File: config.mk
export PLATFORM = sky130hd
export DESIGN_NAME = vram_port_ctrl
export DESIGN_NICKNAME = d
export VERILOG_FILES = /design/src/pkg/vram_ctrl_pkg.sv /design/src/pin_sync.sv /design/src/vram_port_ctrl.sv
export SDC_FILE = /design/constraint.sdc
export NUM_CORES = 1
export LEC_CHECK = 0
export BUFFER_PORTS_ARGS = -buffer_cell sky130_fd_sc_hd__buf_2
export CAP_MARGIN = 20
export CORE_UTILIZATION = 45
export DETAILED_ROUTE_END_ITERATION = 6
export PLACE_DENSITY = 0.71
export SYNTH_ARGS = -nofsm -noshare
export SYNTH_HDL_FRONTEND = slang
export SYNTH_SLANG_ARGS = --single-unit
File: constraint.sdc
create_clock -name core_clk_in -period 2.6 [get_ports core_clk_in]
set_clock_uncertainty 0.15 [all_clocks]
set_input_delay 0.13 -clock core_clk_in [delete_from_list [all_inputs] [get_ports core_clk_in]]
set_output_delay 0.13 -clock core_clk_in [all_outputs]
set_load 0.005 [all_outputs]
File: src/pkg/vram_ctrl_pkg.sv
// constants, types and timing for the video memory port controller
// assumes a 200 MHz core clock and a single-slave AHB-Lite register bus
// What this block does
// Device latches row then column address bits
// Address stable before each strobe falls
// Transfer: row picks row, column sets tap
// Row strobe fall starts every cycle
// Column strobe fall latches column and tap
// Transfer gate low before row strobe falls
// Low write strobe at row fall masks
// Write strobe level picks transfer direction
// Special select picks extra functions
// Early write: write strobe before column strobe
// Random outputs drive only while both low
// Random pins float during transfer cycles
// Write mask taken at row strobe fall
// Last transfer sets serial pin direction
// Serial pointer wraps modulo 512 upward
// Serial data moves on shift clock rise
// Shift port enable gates serial pins
// Pseudo transfer only switches to input
// Active half flag follows pointer half; the model moves it on a shift only in split mode
// Flag updates when plain transfer completes
// Power-up pause, refreshes, transfer, shifts
// Split read transfer loads one half
// Split mode continues in opposite half
// Column-first cycle refreshes internal row
// Serial pointer is a loaded counter
package vram_ctrl_pkg;
	// register byte offsets
	localparam logic [7:0] OFS_CMD    = 8'h00;
	localparam logic [7:0] OFS_ROW    = 8'h04;
	localparam logic [7:0] OFS_COL    = 8'h08;
	localparam logic [7:0] OFS_WDATA  = 8'h0C;
	localparam logic [7:0] OFS_STATUS = 8'h10;
	// field positions
	localparam int CMD_DSF_BIT   = 4;
	localparam int WD_MASK_LSB   = 4;
	localparam int ST_RDATA_LSB  = 8;
	localparam int ST_SIN_LSB    = 12;
	// values after reset
	localparam logic [8:0] ADDR_RST = 9'h000;
	localparam logic [3:0] NIB_RST  = 4'h0;
	// timing: strobe phase and power-up pause
	localparam int CLK_PS    = 5000;
	localparam int PHASE_NS  = 40;
	localparam int PAUSE_US  = 200;
	localparam logic [7:0] PHASE_CYC = 8'((PHASE_NS * 1000 + CLK_PS - 1) / CLK_PS);
	localparam int PAUSE_CYC = (PAUSE_US * 1000000) / CLK_PS;
	// power-up sequence lengths
	localparam int INIT_CBR   = 8;
	localparam int INIT_SHIFT = 2;
	localparam logic [3:0] INIT_OPS = 4'(INIT_CBR + 1 + INIT_SHIFT);
	// commands written to the command register
	typedef enum logic [3:0] {
		OP_CBR    = 4'h0,
		OP_READ   = 4'h1,
		OP_WRITE  = 4'h2,
		OP_MWRITE = 4'h3,
		OP_RXFER  = 4'h4,
		OP_SPLIT  = 4'h5,
		OP_WXFER  = 4'h6,
		OP_PSEUDO = 4'h7,
		OP_LMASK  = 4'h8,
		OP_LCOLOR = 4'h9,
		OP_SHIFT  = 4'hA
	} op_t;
	// sequencer states, gray along setup-ras-col-cas-end
	typedef enum logic [2:0] {
		S_IDLE  = 3'h0,
		S_SETUP = 3'h1,
		S_RAS   = 3'h3,
		S_COL   = 3'h2,
		S_CAS   = 3'h6,
		S_END   = 3'h7,
		S_SHL   = 3'h5,
		S_SHH   = 3'h4
	} st_t;
endpackage

File: src/pin_sync.sv
// two-flop synchroniser for the device's returning pins
// assumes inputs are asynchronous to core_clk_in
`timescale 1ns/1ps
module pin_sync #(
	parameter int W = 9
) (
	input  wire logic         core_clk_in,
	input  wire logic         reset_n_in,
	input  wire logic [W-1:0] async_in,
	output logic      [W-1:0] sync_out
);
	typedef struct packed {
		logic [W-1:0] first;
		logic [W-1:0] second;
	} sync_t;

	sync_t r_reg;
	sync_t r_next;

	// first stage feeds only the second stage
	always_comb begin
		r_next = r_reg;
		r_next.first = async_in;
		r_next.second = r_reg.first;
	end

	always_ff @(posedge core_clk_in or negedge reset_n_in) begin
		if (!reset_n_in) begin
			r_reg <= '0;
		end else begin
			r_reg <= r_next;
		end
	end

	assign sync_out = r_reg.second;
endmodule

File: src/vram_port_ctrl.sv
// host controller that drives a dual-ported video memory through its pins
// assumes one AHB-Lite master, device pins asynchronous to core_clk_in
`timescale 1ns/1ps
module vram_port_ctrl #(
	parameter logic [15:0] PAUSE_CYCLES = 16'(vram_ctrl_pkg::PAUSE_CYC)
) (
	input  wire logic        core_clk_in,
	input  wire logic        reset_n_in,
	input  wire logic        hsel_in,
	input  wire logic [31:0] haddr_in,
	input  wire logic [1:0]  htrans_in,
	input  wire logic        hwrite_in,
	input  wire logic [2:0]  hsize_in,
	input  wire logic [31:0] hwdata_in,
	input  wire logic        hready_in,
	output logic      [31:0] hrdata_out,
	output logic             hreadyout_out,
	output logic             hresp_out,
	output logic             row_strobe_n_out,
	output logic             column_strobe_n_out,
	output logic             transfer_gate_n_out,
	output logic             write_strobe_n_out,
	output logic             special_function_select_out,
	output logic             shift_port_enable_n_out,
	output logic             shift_clock_out,
	output logic [8:0]       multiplexed_address_out,
	input  wire logic [3:0]  random_data_pins_in,
	output logic      [3:0]  random_data_pins_out,
	output logic             random_data_pins_oe_out,
	input  wire logic [3:0]  serial_data_pins_in,
	output logic      [3:0]  serial_data_pins_out,
	output logic             serial_data_pins_oe_out,
	input  wire logic        active_half_flag_in
);
	typedef struct packed {
		vram_ctrl_pkg::st_t st;
		vram_ctrl_pkg::op_t op;
		logic [7:0]  ph;
		logic [15:0] pause;
		logic [3:0]  init_ops;
		logic        init_done;
		logic        refused;
		logic        in_mode;
		logic [8:0]  row;
		logic [8:0]  col;
		logic [3:0]  wdata;
		logic [3:0]  wmask;
		logic        cas_dsf;
		logic [3:0]  rdata;
		logic [3:0]  sin;
		logic        ras_n;
		logic        cas_n;
		logic        trg_n;
		logic        w_n;
		logic        special_function_select;
		logic        se_n;
		logic        sclk;
		logic [8:0]  addr;
		logic [3:0]  dq;
		logic        dq_oe;
		logic [3:0]  sdq;
		logic        sdq_oe;
		logic        ap_wr;
		logic [7:0]  ap_addr;
		logic [31:0] hrdata;
	} state_t;

	state_t r_reg;
	state_t r_next;
	logic [8:0] pins_sync;

	// device data and flag pins cross into the core domain here
	pin_sync #(
		.W(9)
	) u_sync (
		.core_clk_in (core_clk_in),
		.reset_n_in  (reset_n_in),
		.async_in    ({active_half_flag_in, serial_data_pins_in, random_data_pins_in}),
		.sync_out    (pins_sync)
	);

	function automatic logic is_xfer(input vram_ctrl_pkg::op_t op);
		is_xfer = (op == vram_ctrl_pkg::OP_RXFER) || (op == vram_ctrl_pkg::OP_SPLIT)
			|| (op == vram_ctrl_pkg::OP_WXFER) || (op == vram_ctrl_pkg::OP_PSEUDO);
	endfunction

	function automatic logic is_write(input vram_ctrl_pkg::op_t op);
		is_write = (op == vram_ctrl_pkg::OP_WRITE) || (op == vram_ctrl_pkg::OP_MWRITE)
			|| (op == vram_ctrl_pkg::OP_LMASK) || (op == vram_ctrl_pkg::OP_LCOLOR);
	endfunction

	// bus slave, power-up sequencer and strobe sequencer in one next-state block
	always_comb begin
		logic                go;
		vram_ctrl_pkg::op_t  go_op;
		logic                last;
		logic [31:0]         rd;
		r_next = r_reg;
		go = 1'b0;
		go_op = vram_ctrl_pkg::OP_CBR;
		last = (r_reg.ph == vram_ctrl_pkg::PHASE_CYC - 8'h01);
		rd = 32'h0000_0000;
		// register writes land in the data phase
		if (r_reg.ap_wr) begin
			case (r_reg.ap_addr)
				vram_ctrl_pkg::OFS_CMD: begin
					// busy or still powering up: the command is dropped and flagged
					if (r_reg.st == vram_ctrl_pkg::S_IDLE && r_reg.init_done) begin
						go = 1'b1;
						go_op = vram_ctrl_pkg::op_t'(hwdata_in[3:0]);
						r_next.cas_dsf = hwdata_in[vram_ctrl_pkg::CMD_DSF_BIT];
						r_next.refused = 1'b0;
					end else begin
						r_next.refused = 1'b1;
					end
				end
				vram_ctrl_pkg::OFS_ROW: r_next.row = hwdata_in[8:0];
				vram_ctrl_pkg::OFS_COL: r_next.col = hwdata_in[8:0];
				vram_ctrl_pkg::OFS_WDATA: begin
					r_next.wdata = hwdata_in[3:0];
					r_next.wmask = hwdata_in[vram_ctrl_pkg::WD_MASK_LSB +: 4];
				end
				default: r_next.refused = r_reg.refused;
			endcase
		end
		// read data is registered at the address phase, zero for unmapped offsets
		case (haddr_in[7:0])
			vram_ctrl_pkg::OFS_CMD: rd = 32'({r_reg.cas_dsf, r_reg.op});
			vram_ctrl_pkg::OFS_ROW: rd = 32'(r_reg.row);
			vram_ctrl_pkg::OFS_COL: rd = 32'(r_reg.col);
			vram_ctrl_pkg::OFS_WDATA: rd = 32'({r_reg.wmask, r_reg.wdata});
			vram_ctrl_pkg::OFS_STATUS: begin
				rd[0] = (r_reg.st != vram_ctrl_pkg::S_IDLE);
				rd[1] = r_reg.init_done;
				rd[2] = r_reg.refused;
				rd[3] = r_reg.in_mode;
				rd[4] = pins_sync[8];
				rd[vram_ctrl_pkg::ST_RDATA_LSB +: 4] = r_reg.rdata;
				rd[vram_ctrl_pkg::ST_SIN_LSB +: 4] = r_reg.sin;
			end
			default: rd = 32'h0000_0000;
		endcase
		r_next.ap_wr = 1'b0;
		if (hsel_in && htrans_in[1] && hready_in) begin
			r_next.ap_wr = hwrite_in;
			r_next.ap_addr = haddr_in[7:0];
			if (!hwrite_in) begin
				r_next.hrdata = rd;
			end
		end
		// power-up: pause, eight refreshes, one read transfer, two shift clocks
		if (!r_reg.init_done && r_reg.st == vram_ctrl_pkg::S_IDLE) begin
			if (r_reg.pause != 16'h0000) begin
				r_next.pause = r_reg.pause - 16'h0001;
			end else if (r_reg.init_ops < vram_ctrl_pkg::INIT_OPS) begin
				go = 1'b1;
				r_next.init_ops = r_reg.init_ops + 4'h1;
				if (r_reg.init_ops < 4'(vram_ctrl_pkg::INIT_CBR)) begin
					go_op = vram_ctrl_pkg::OP_CBR;
				end else if (r_reg.init_ops == 4'(vram_ctrl_pkg::INIT_CBR)) begin
					go_op = vram_ctrl_pkg::OP_RXFER;
				end else begin
					go_op = vram_ctrl_pkg::OP_SHIFT;
				end
			end else begin
				r_next.init_done = 1'b1;
			end
		end
		// strobe sequencer: each state holds its pins for one phase
		if (r_reg.st != vram_ctrl_pkg::S_IDLE) begin
			r_next.ph = last ? 8'h00 : r_reg.ph + 8'h01;
		end
		case (r_reg.st)
			vram_ctrl_pkg::S_IDLE: begin
				if (go && go_op == vram_ctrl_pkg::OP_SHIFT) begin
					// host writes serial data only while the device is in input mode
					r_next.st = vram_ctrl_pkg::S_SHL;
					r_next.op = go_op;
					r_next.sdq = r_reg.wdata;
					r_next.sdq_oe = r_reg.in_mode;
				end else if (go) begin
					// levels sampled by the device at the row strobe fall
					r_next.st = vram_ctrl_pkg::S_SETUP;
					r_next.op = go_op;
					r_next.addr = r_reg.row;
					r_next.cas_n = (go_op != vram_ctrl_pkg::OP_CBR);
					r_next.trg_n = !is_xfer(go_op);
					r_next.w_n = !(go_op == vram_ctrl_pkg::OP_MWRITE
						|| go_op == vram_ctrl_pkg::OP_WXFER
						|| go_op == vram_ctrl_pkg::OP_PSEUDO);
					r_next.special_function_select = (go_op == vram_ctrl_pkg::OP_SPLIT)
						|| (go_op == vram_ctrl_pkg::OP_LMASK)
						|| (go_op == vram_ctrl_pkg::OP_LCOLOR);
					// serial enable high at the row fall only where a pseudo transfer is meant
					r_next.se_n = (go_op == vram_ctrl_pkg::OP_PSEUDO);
					r_next.dq = r_reg.wmask;
					r_next.dq_oe = (go_op == vram_ctrl_pkg::OP_MWRITE);
				end
			end
			vram_ctrl_pkg::S_SETUP: begin
				if (last) begin
					r_next.st = vram_ctrl_pkg::S_RAS;
					r_next.ras_n = 1'b0;
				end
			end
			vram_ctrl_pkg::S_RAS: begin
				if (last && r_reg.op == vram_ctrl_pkg::OP_CBR) begin
					r_next.st = vram_ctrl_pkg::S_END;
					r_next.ras_n = 1'b1;
					r_next.cas_n = 1'b1;
				end else if (last) begin
					// column address or tap point goes out a full phase early
					r_next.st = vram_ctrl_pkg::S_COL;
					r_next.addr = r_reg.col;
					r_next.dq_oe = 1'b0;
					r_next.special_function_select = (r_reg.op == vram_ctrl_pkg::OP_LCOLOR)
						|| (!is_xfer(r_reg.op) && r_reg.op != vram_ctrl_pkg::OP_LMASK
						&& r_reg.cas_dsf);
					if (is_write(r_reg.op)) begin
						r_next.w_n = 1'b0;
						r_next.dq = r_reg.wdata;
						r_next.dq_oe = 1'b1;
					end else if (r_reg.op == vram_ctrl_pkg::OP_READ) begin
						r_next.trg_n = 1'b0;
					end
				end
			end
			vram_ctrl_pkg::S_COL: begin
				if (last) begin
					r_next.st = vram_ctrl_pkg::S_CAS;
					r_next.cas_n = 1'b0;
				end
			end
			vram_ctrl_pkg::S_CAS: begin
				if (last) begin
					// read data has had a full phase less the sync delay to settle
					if (r_reg.op == vram_ctrl_pkg::OP_READ) begin
						r_next.rdata = pins_sync[3:0];
					end
					if (r_reg.op == vram_ctrl_pkg::OP_RXFER || r_reg.op == vram_ctrl_pkg::OP_SPLIT) begin
						r_next.in_mode = 1'b0;
					end else if (is_xfer(r_reg.op)) begin
						r_next.in_mode = 1'b1;
					end
					r_next.st = vram_ctrl_pkg::S_END;
					r_next.ras_n = 1'b1;
					r_next.cas_n = 1'b1;
					r_next.trg_n = 1'b1;
					r_next.w_n = 1'b1;
					r_next.special_function_select = 1'b0;
					r_next.se_n = 1'b0;
					r_next.dq_oe = 1'b0;
				end
			end
			vram_ctrl_pkg::S_END: begin
				// precharge time before the next cycle may start
				if (last) begin
					r_next.st = vram_ctrl_pkg::S_IDLE;
				end
			end
			vram_ctrl_pkg::S_SHL: begin
				if (last) begin
					r_next.st = vram_ctrl_pkg::S_SHH;
					r_next.sclk = 1'b1;
				end
			end
			vram_ctrl_pkg::S_SHH: begin
				if (last) begin
					r_next.st = vram_ctrl_pkg::S_IDLE;
					r_next.sclk = 1'b0;
					r_next.sdq_oe = 1'b0;
					r_next.sin = pins_sync[7:4];
				end
			end
			default: r_next.st = vram_ctrl_pkg::S_IDLE;
		endcase
	end

	always_ff @(posedge core_clk_in or negedge reset_n_in) begin
		if (!reset_n_in) begin
			r_reg <= '0;
			r_reg.st <= vram_ctrl_pkg::S_IDLE;
			r_reg.op <= vram_ctrl_pkg::OP_CBR;
			r_reg.pause <= PAUSE_CYCLES;
			r_reg.row <= vram_ctrl_pkg::ADDR_RST;
			r_reg.col <= vram_ctrl_pkg::ADDR_RST;
			r_reg.wdata <= vram_ctrl_pkg::NIB_RST;
			r_reg.wmask <= vram_ctrl_pkg::NIB_RST;
			r_reg.ras_n <= 1'b1;
			r_reg.cas_n <= 1'b1;
			r_reg.trg_n <= 1'b1;
			r_reg.w_n <= 1'b1;
		end else begin
			r_reg <= r_next;
		end
	end

	// all pins come straight from flip-flops to avoid glitches on strobes
	assign hrdata_out = r_reg.hrdata;
	assign hreadyout_out = 1'b1;
	assign hresp_out = 1'b0;
	assign row_strobe_n_out = r_reg.ras_n;
	assign column_strobe_n_out = r_reg.cas_n;
	assign transfer_gate_n_out = r_reg.trg_n;
	assign write_strobe_n_out = r_reg.w_n;
	assign special_function_select_out = r_reg.special_function_select;
	assign shift_port_enable_n_out = r_reg.se_n;
	assign shift_clock_out = r_reg.sclk;
	assign multiplexed_address_out = r_reg.addr;
	assign random_data_pins_out = r_reg.dq;
	assign random_data_pins_oe_out = r_reg.dq_oe;
	assign serial_data_pins_out = r_reg.sdq;
	assign serial_data_pins_oe_out = r_reg.sdq_oe;
endmodule

=== Word level (Yosys, flattened, before mapping) ===
Cells that the tools add are included.

* Flip-flop bits (word level): 142
* Output and inout bits: 60

* Equality and inequality tests: 51
* Bitwise gates (word level): 3
* Mux-type cells: 58
* Reductions and logical operators: 68
* Add/sub/neg operators: 3
* $lt $le $gt $ge: 2

{| class="wikitable"
|+ Operators with widths
! operator !! number
|-
| 14-bit 2-to-1 mux || 4
|-
| 41-bit 2-to-1 mux || 1
|-
| 4-bit by 3-bit == test with 1-bit output (second input constant) || 8
|-
| 8-bit by 4-bit == test with 1-bit output (second input constant) || 4
|-
| 4-bit 2-to-1 mux || 8
|-
| 3-bit 2-to-1 mux || 9
|-
| 13-bit case mux with 2 select lines || 1
|-
| 5-bit case mux with 5 select lines || 1
|-
| 4-bit == test (second input constant) || 6
|-
| 8-bit by 3-bit == test with 1-bit output (second input constant) || 3
|-
| 2-bit != test (second input constant) || 12
|-
| 8-bit case mux with 3 select lines || 1
|-
| 3-bit case mux with 7 select lines || 1
|-
| 3-bit AND reduction || 7
|-
| 3-bit case mux with 3 select lines || 2
|-
| 2-bit AND reduction || 9
|-
| 6-bit AND reduction || 3
|-
| 8-bit logical NOT || 2
|-
| 16-bit 2-to-1 mux || 1
|-
| 16-bit nonzero test || 1
|-
| 16-bit by 1-bit subtractor with 16-bit output (second input constant) || 1
|-
| 1-bit 2-to-1 mux || 15
|-
| 5-bit 2-to-1 mux || 3
|-
| 1-bit logical OR || 14
|-
| 33 further kinds || 68
|}

=== Longest topological paths before layout ===
* Depth in word-level cells: 16
* Mapped depth: 9
* Gate-level depth less buffers: 8

=== Hierarchy ===
A second synthesis with hierarchy kept.

* Cells, all modules: 606
* Area, all modules: 6796.5 um^2

{| class="wikitable"
|+ Modules (own cells, without submodules)
! module !! times used !! cells an instance !! area an instance (um^2)
|-
| vram_port_ctrl || 1 || 588 || 6346.1
|-
| pin_sync || 1 || 18 || 450.4
|}

=== Worst setup path after synthesis ===
No wires, ideal clock.

* Path kind: register to register
* From: register r_reg[117] (netlist bit)
* To: register r_reg, in the netlist random_data_pins_oe_out
* Required time: 2.323 ns
* Clock period less this slack: 2.551 ns
* Data arrival time: 2.274 ns
* Path slack: 0.049 ns
* Stages on the path, launching flop included: 8
* Cell sequence: dfrtp_1 or4_1 nor4_4 nand4b_2 a22o_1 buf_6 nand2_1 mux2_1

* Longest elaborated chain between the ends: 7
* Elaborated cells on any way between the ends: 14

{| class="wikitable"
|+ Ends and longest elaborated chain
! what !! line !! text
|-
| start: declaration || vram_port_ctrl.sv:68 || <nowiki>state_t r_reg;</nowiki>
|-
| start signal: assignment || vram_port_ctrl.sv:294 || <nowiki>r_reg <= r_next;</nowiki>
|-
| 16-bit nonzero test (*) || vram_port_ctrl.sv:153 || <nowiki>if (r_reg.pause != 16'h0000) begin</nowiki>
|-
| 4-bit 2-to-1 mux || vram_port_ctrl.sv:153 ||
|-
| 4-bit 2-to-1 mux || vram_port_ctrl.sv:152 || <nowiki>if (!r_reg.init_done && r_reg.st == vram_ctrl_pkg::S_IDLE) begin</nowiki>
|-
| 4-bit by 2-bit == test with 1-bit output or 4-bit == test (tied branches) || vram_port_ctrl.sv:197, vram_port_ctrl.sv:175 ||
|-
| 14-bit 2-to-1 mux or 1-bit logical AND (tied branches) || vram_port_ctrl.sv:181, vram_port_ctrl.sv:175 ||
|-
| 14-bit 2-to-1 mux or 2-bit != test (tied branches) || n/a ||
|-
| 1-bit case mux with 3 select lines or 6-bit AND reduction (tied branches) || n/a ||
|}

Every way passes the cells marked *; elsewhere a longest branch is shown, timed or not. The select of a mux whose other input is x is not followed.
A chain may end at the register's enable or synchronous reset.

=== Final worst setup path ===
* From: register r_reg[118] (netlist bit)
* To: register r_reg, in the netlist random_data_pins_oe_out

The elaborated chain is that of the path after synthesis.

==> flow_summary.ini <==
[floorplan]
fp-row-count = 44
dieArea_sq_mm = 0.01533
initial_utilization = 0.4612
die_x_microns = 123.8
die_y_microns = 123.8
pin_count = 143
core-area_sq_mm = 0.01448

[cts]
cts.clk_slew.worst_paths_ns = 0.06
h-tree-depth = 4
clk_path_buf_depth = 2
numCtsBuffers = 17
cts.sink_count = 142
root_buffer = clkbuf_16
cts_tree = done
clk_latency_ns = 0.43

[place]
gp_congestion = 0.8520
placed_cell_area_sq_mm = 0.007117
dp_hpwl_microns = 10200
io_buffers = 73

[worst_setup_path]
r2r_cells = 7
path_depth = 7
critical_path_arrival_ns = 2.68
critPathBufInv = 1
worstSetupPathType = flop to flop
required_ns = 2.76
cp-start-kind = flop
path_cells = or4_4 > nor4_4 > buf_4 > nand4_1 > nand2_1 > o31ai_1 > mux2_1
cp_max_fo = 4
slowest_stage = or4_4
endpoint_kind = flop
path_delay_family = simple AND/OR/NAND/NOR gates
slowest_delay_ns = 0.58

[cells_and_area]
drive_above_1_share = 0.3277
diodes = 0
final_common_cell = dfrtp_1
final_cell_area_sq_mm = 0.008142
mostFrequentLayoutCells = 133 x dfrtp_1, 72 x buf_2, 70 x nand2_1
regArea_sq_mm = 0.003565
multi_input_area_sq_mm = 0.002716
fin_nets = 783
utilization = 0.5623
nFillCells = 1198
syn2layout_area_growth_pct = 21.92
largest_register_ff_count = 81

[global_routing]
grt_pass1_wl_microns = 23620
grt_max_degree = 69
antenna_found_initial = 0
overflow = 0
grt_pass1_vias = 4697
grt_usage = 0.2059

[synth]
synthArstFlopShare = 1.000
synth_edf_count = 0
yosysUniqueCellTypes = 63
syn_area_sq_mm = 0.006678
synth_area_per_cell_sq_um = 11.26
seq_area_frac_synth = 0.5338
ys.flop_type = dfrtp_1
synthCells = 593
synth_warnings = 0
synth-seq-cells = 142

[timing]
hold_ws_ns = 0.06246
worst_pin_slew_ns = 0.6404
rsz0062_at_grt = yes
fmax_mhz = 397.6
slew_headroom = 0.5698
slew_viol_final = 0
hold_viol_final = 0
period_needed_ns = 2.515
setup_viol = 0
fin_crit_sh = 0.9674

[worst_hold_path]
hold_path.class = input pin to asynchronous set/reset pin

[detailed_routing]
ant_nets = 0
wl_microns = 14590
drt_pass1_iterations = 7
drt-wirelength-per-cell_microns = 16.35
via_per_inst = 5.293
drc_errors = 0
initialDrtViolationCount = 427
vias = 4721

[job]
max-cap-violations = 0

[status]
status = finished clean

[power_and_ir_drop]
leakagePower_uw = 0.003882
pwr_density_cell_mw_per_mm2 = 630.8
ir_drop_mv = 0.4548
cell families after synthesis:
logic type / Yosys count / synth area share
other: 2 / 0.001125
flip-flops: 142 / 0.5338
adder cells (fa/ha/maj): 5 / 0.009369
XOR/XNOR: 21 / 0.02754
multiplexers: 66 / 0.1180
AND/OR/NAND/NOR: 179 / 0.1418
AO/OA/AOI/OAI: 92 / 0.08975
buffers and inverters: 86 / 0.07851
path summary, 6_finish.rpt:
path	startpoint	end	slack (ns)
min in group core_clk_in	haddr_in[3]	r_reg[35]	0.07
max in group asynchronous	reset_n_in	r_reg[135]	1.47
hold / removal	reset_n_in	r_reg[131]	0.06
setup reg to reg	r_reg[118]	random_data_pins_oe_out	0.08
hold reg to reg	u_sync.r_next[3]	u_sync.sync_out[3]	0.20
setup / recovery	r_reg[118]	random_data_pins_oe_out	0.08
repair_timing:
item / 4_1_cts / 5_1_grt
hold buffers: 26 / 0
setup buffers: 0 / 7
pin swaps: 0 / 4
endpoints found under the hold margin: 162 / 0
resized for setup: 1 / 22
endpoints found under the setup margin: 1 / 23
cloned: 0 / 2
routing by layer:
layer  up-vias  wire length, microns  track usage
met5         -                     0            0
met3        17                   826      0.05495
li1       2218                     -            -
met1      2349                  6497       0.2667
met2       137                  7070       0.3323
met4         0                   192      0.07229
cell usage after synthesis, types with 6 or more instances:
cell type	instances	share of area
inv_1	13	0.0073
mux2_2	51	0.086
nand2_1	70	0.039
a22oi_1	8	0.0090
nand2b_1	8	0.0075
o21ai_0	33	0.025
dfstp_2	9	0.035
nor2_1	27	0.015
o31ai_1	9	0.010
mux2i_1	9	0.013
nand3_1	15	0.011
dfrtp_1	133	0.50
nor2b_1	9	0.0084
clkbuf_1	18	0.010
nand4_1	7	0.0066
xor2_1	8	0.010
nor3_1	6	0.0045
xnor2_1	13	0.017
a21oi_1	14	0.010
buf_4	51	0.057
per-stage QoR:
step / total power (uW) / setup slack [ns] / cells / setup TNS, ns
2_1_floorplan: 2518 / 0.04878 / 609 / 0
3_3_place_gp: 2597 / 0.1200 / 825 / 0
3_5_place_dp: 2611 / -0.004780 / 825 / -0.004780
4_1_cts: 5181 / 0.04566 / 883 / 0
5_1_grt: 5314 / -0.009339 / 892 / -0.009339
6_report: 5135 / 0.08481 / 892 / 0
where the power goes:
part	leakage, uW	switching [uW]	internal (uW)	total [uW]
logic	0.00180	133	128	261
registers	0.00179	52.2	2290	2340
clock network	0.000300	982	1550	2530
total	0.00388	1170	3970	5140
layout make-up:
type / count / share of cell area
clock inverters: 14 / 0.02198
flip-flops and latches: 142 / 0.4378
well taps: 184 / 0.02828
inverters: 13 / 0.005994
clock buffers: 18 / 0.05394
repair buffers: 140 / 0.1183
multi-input cells: 381 / 0.3336
Power figures use the tool's default switching activity.
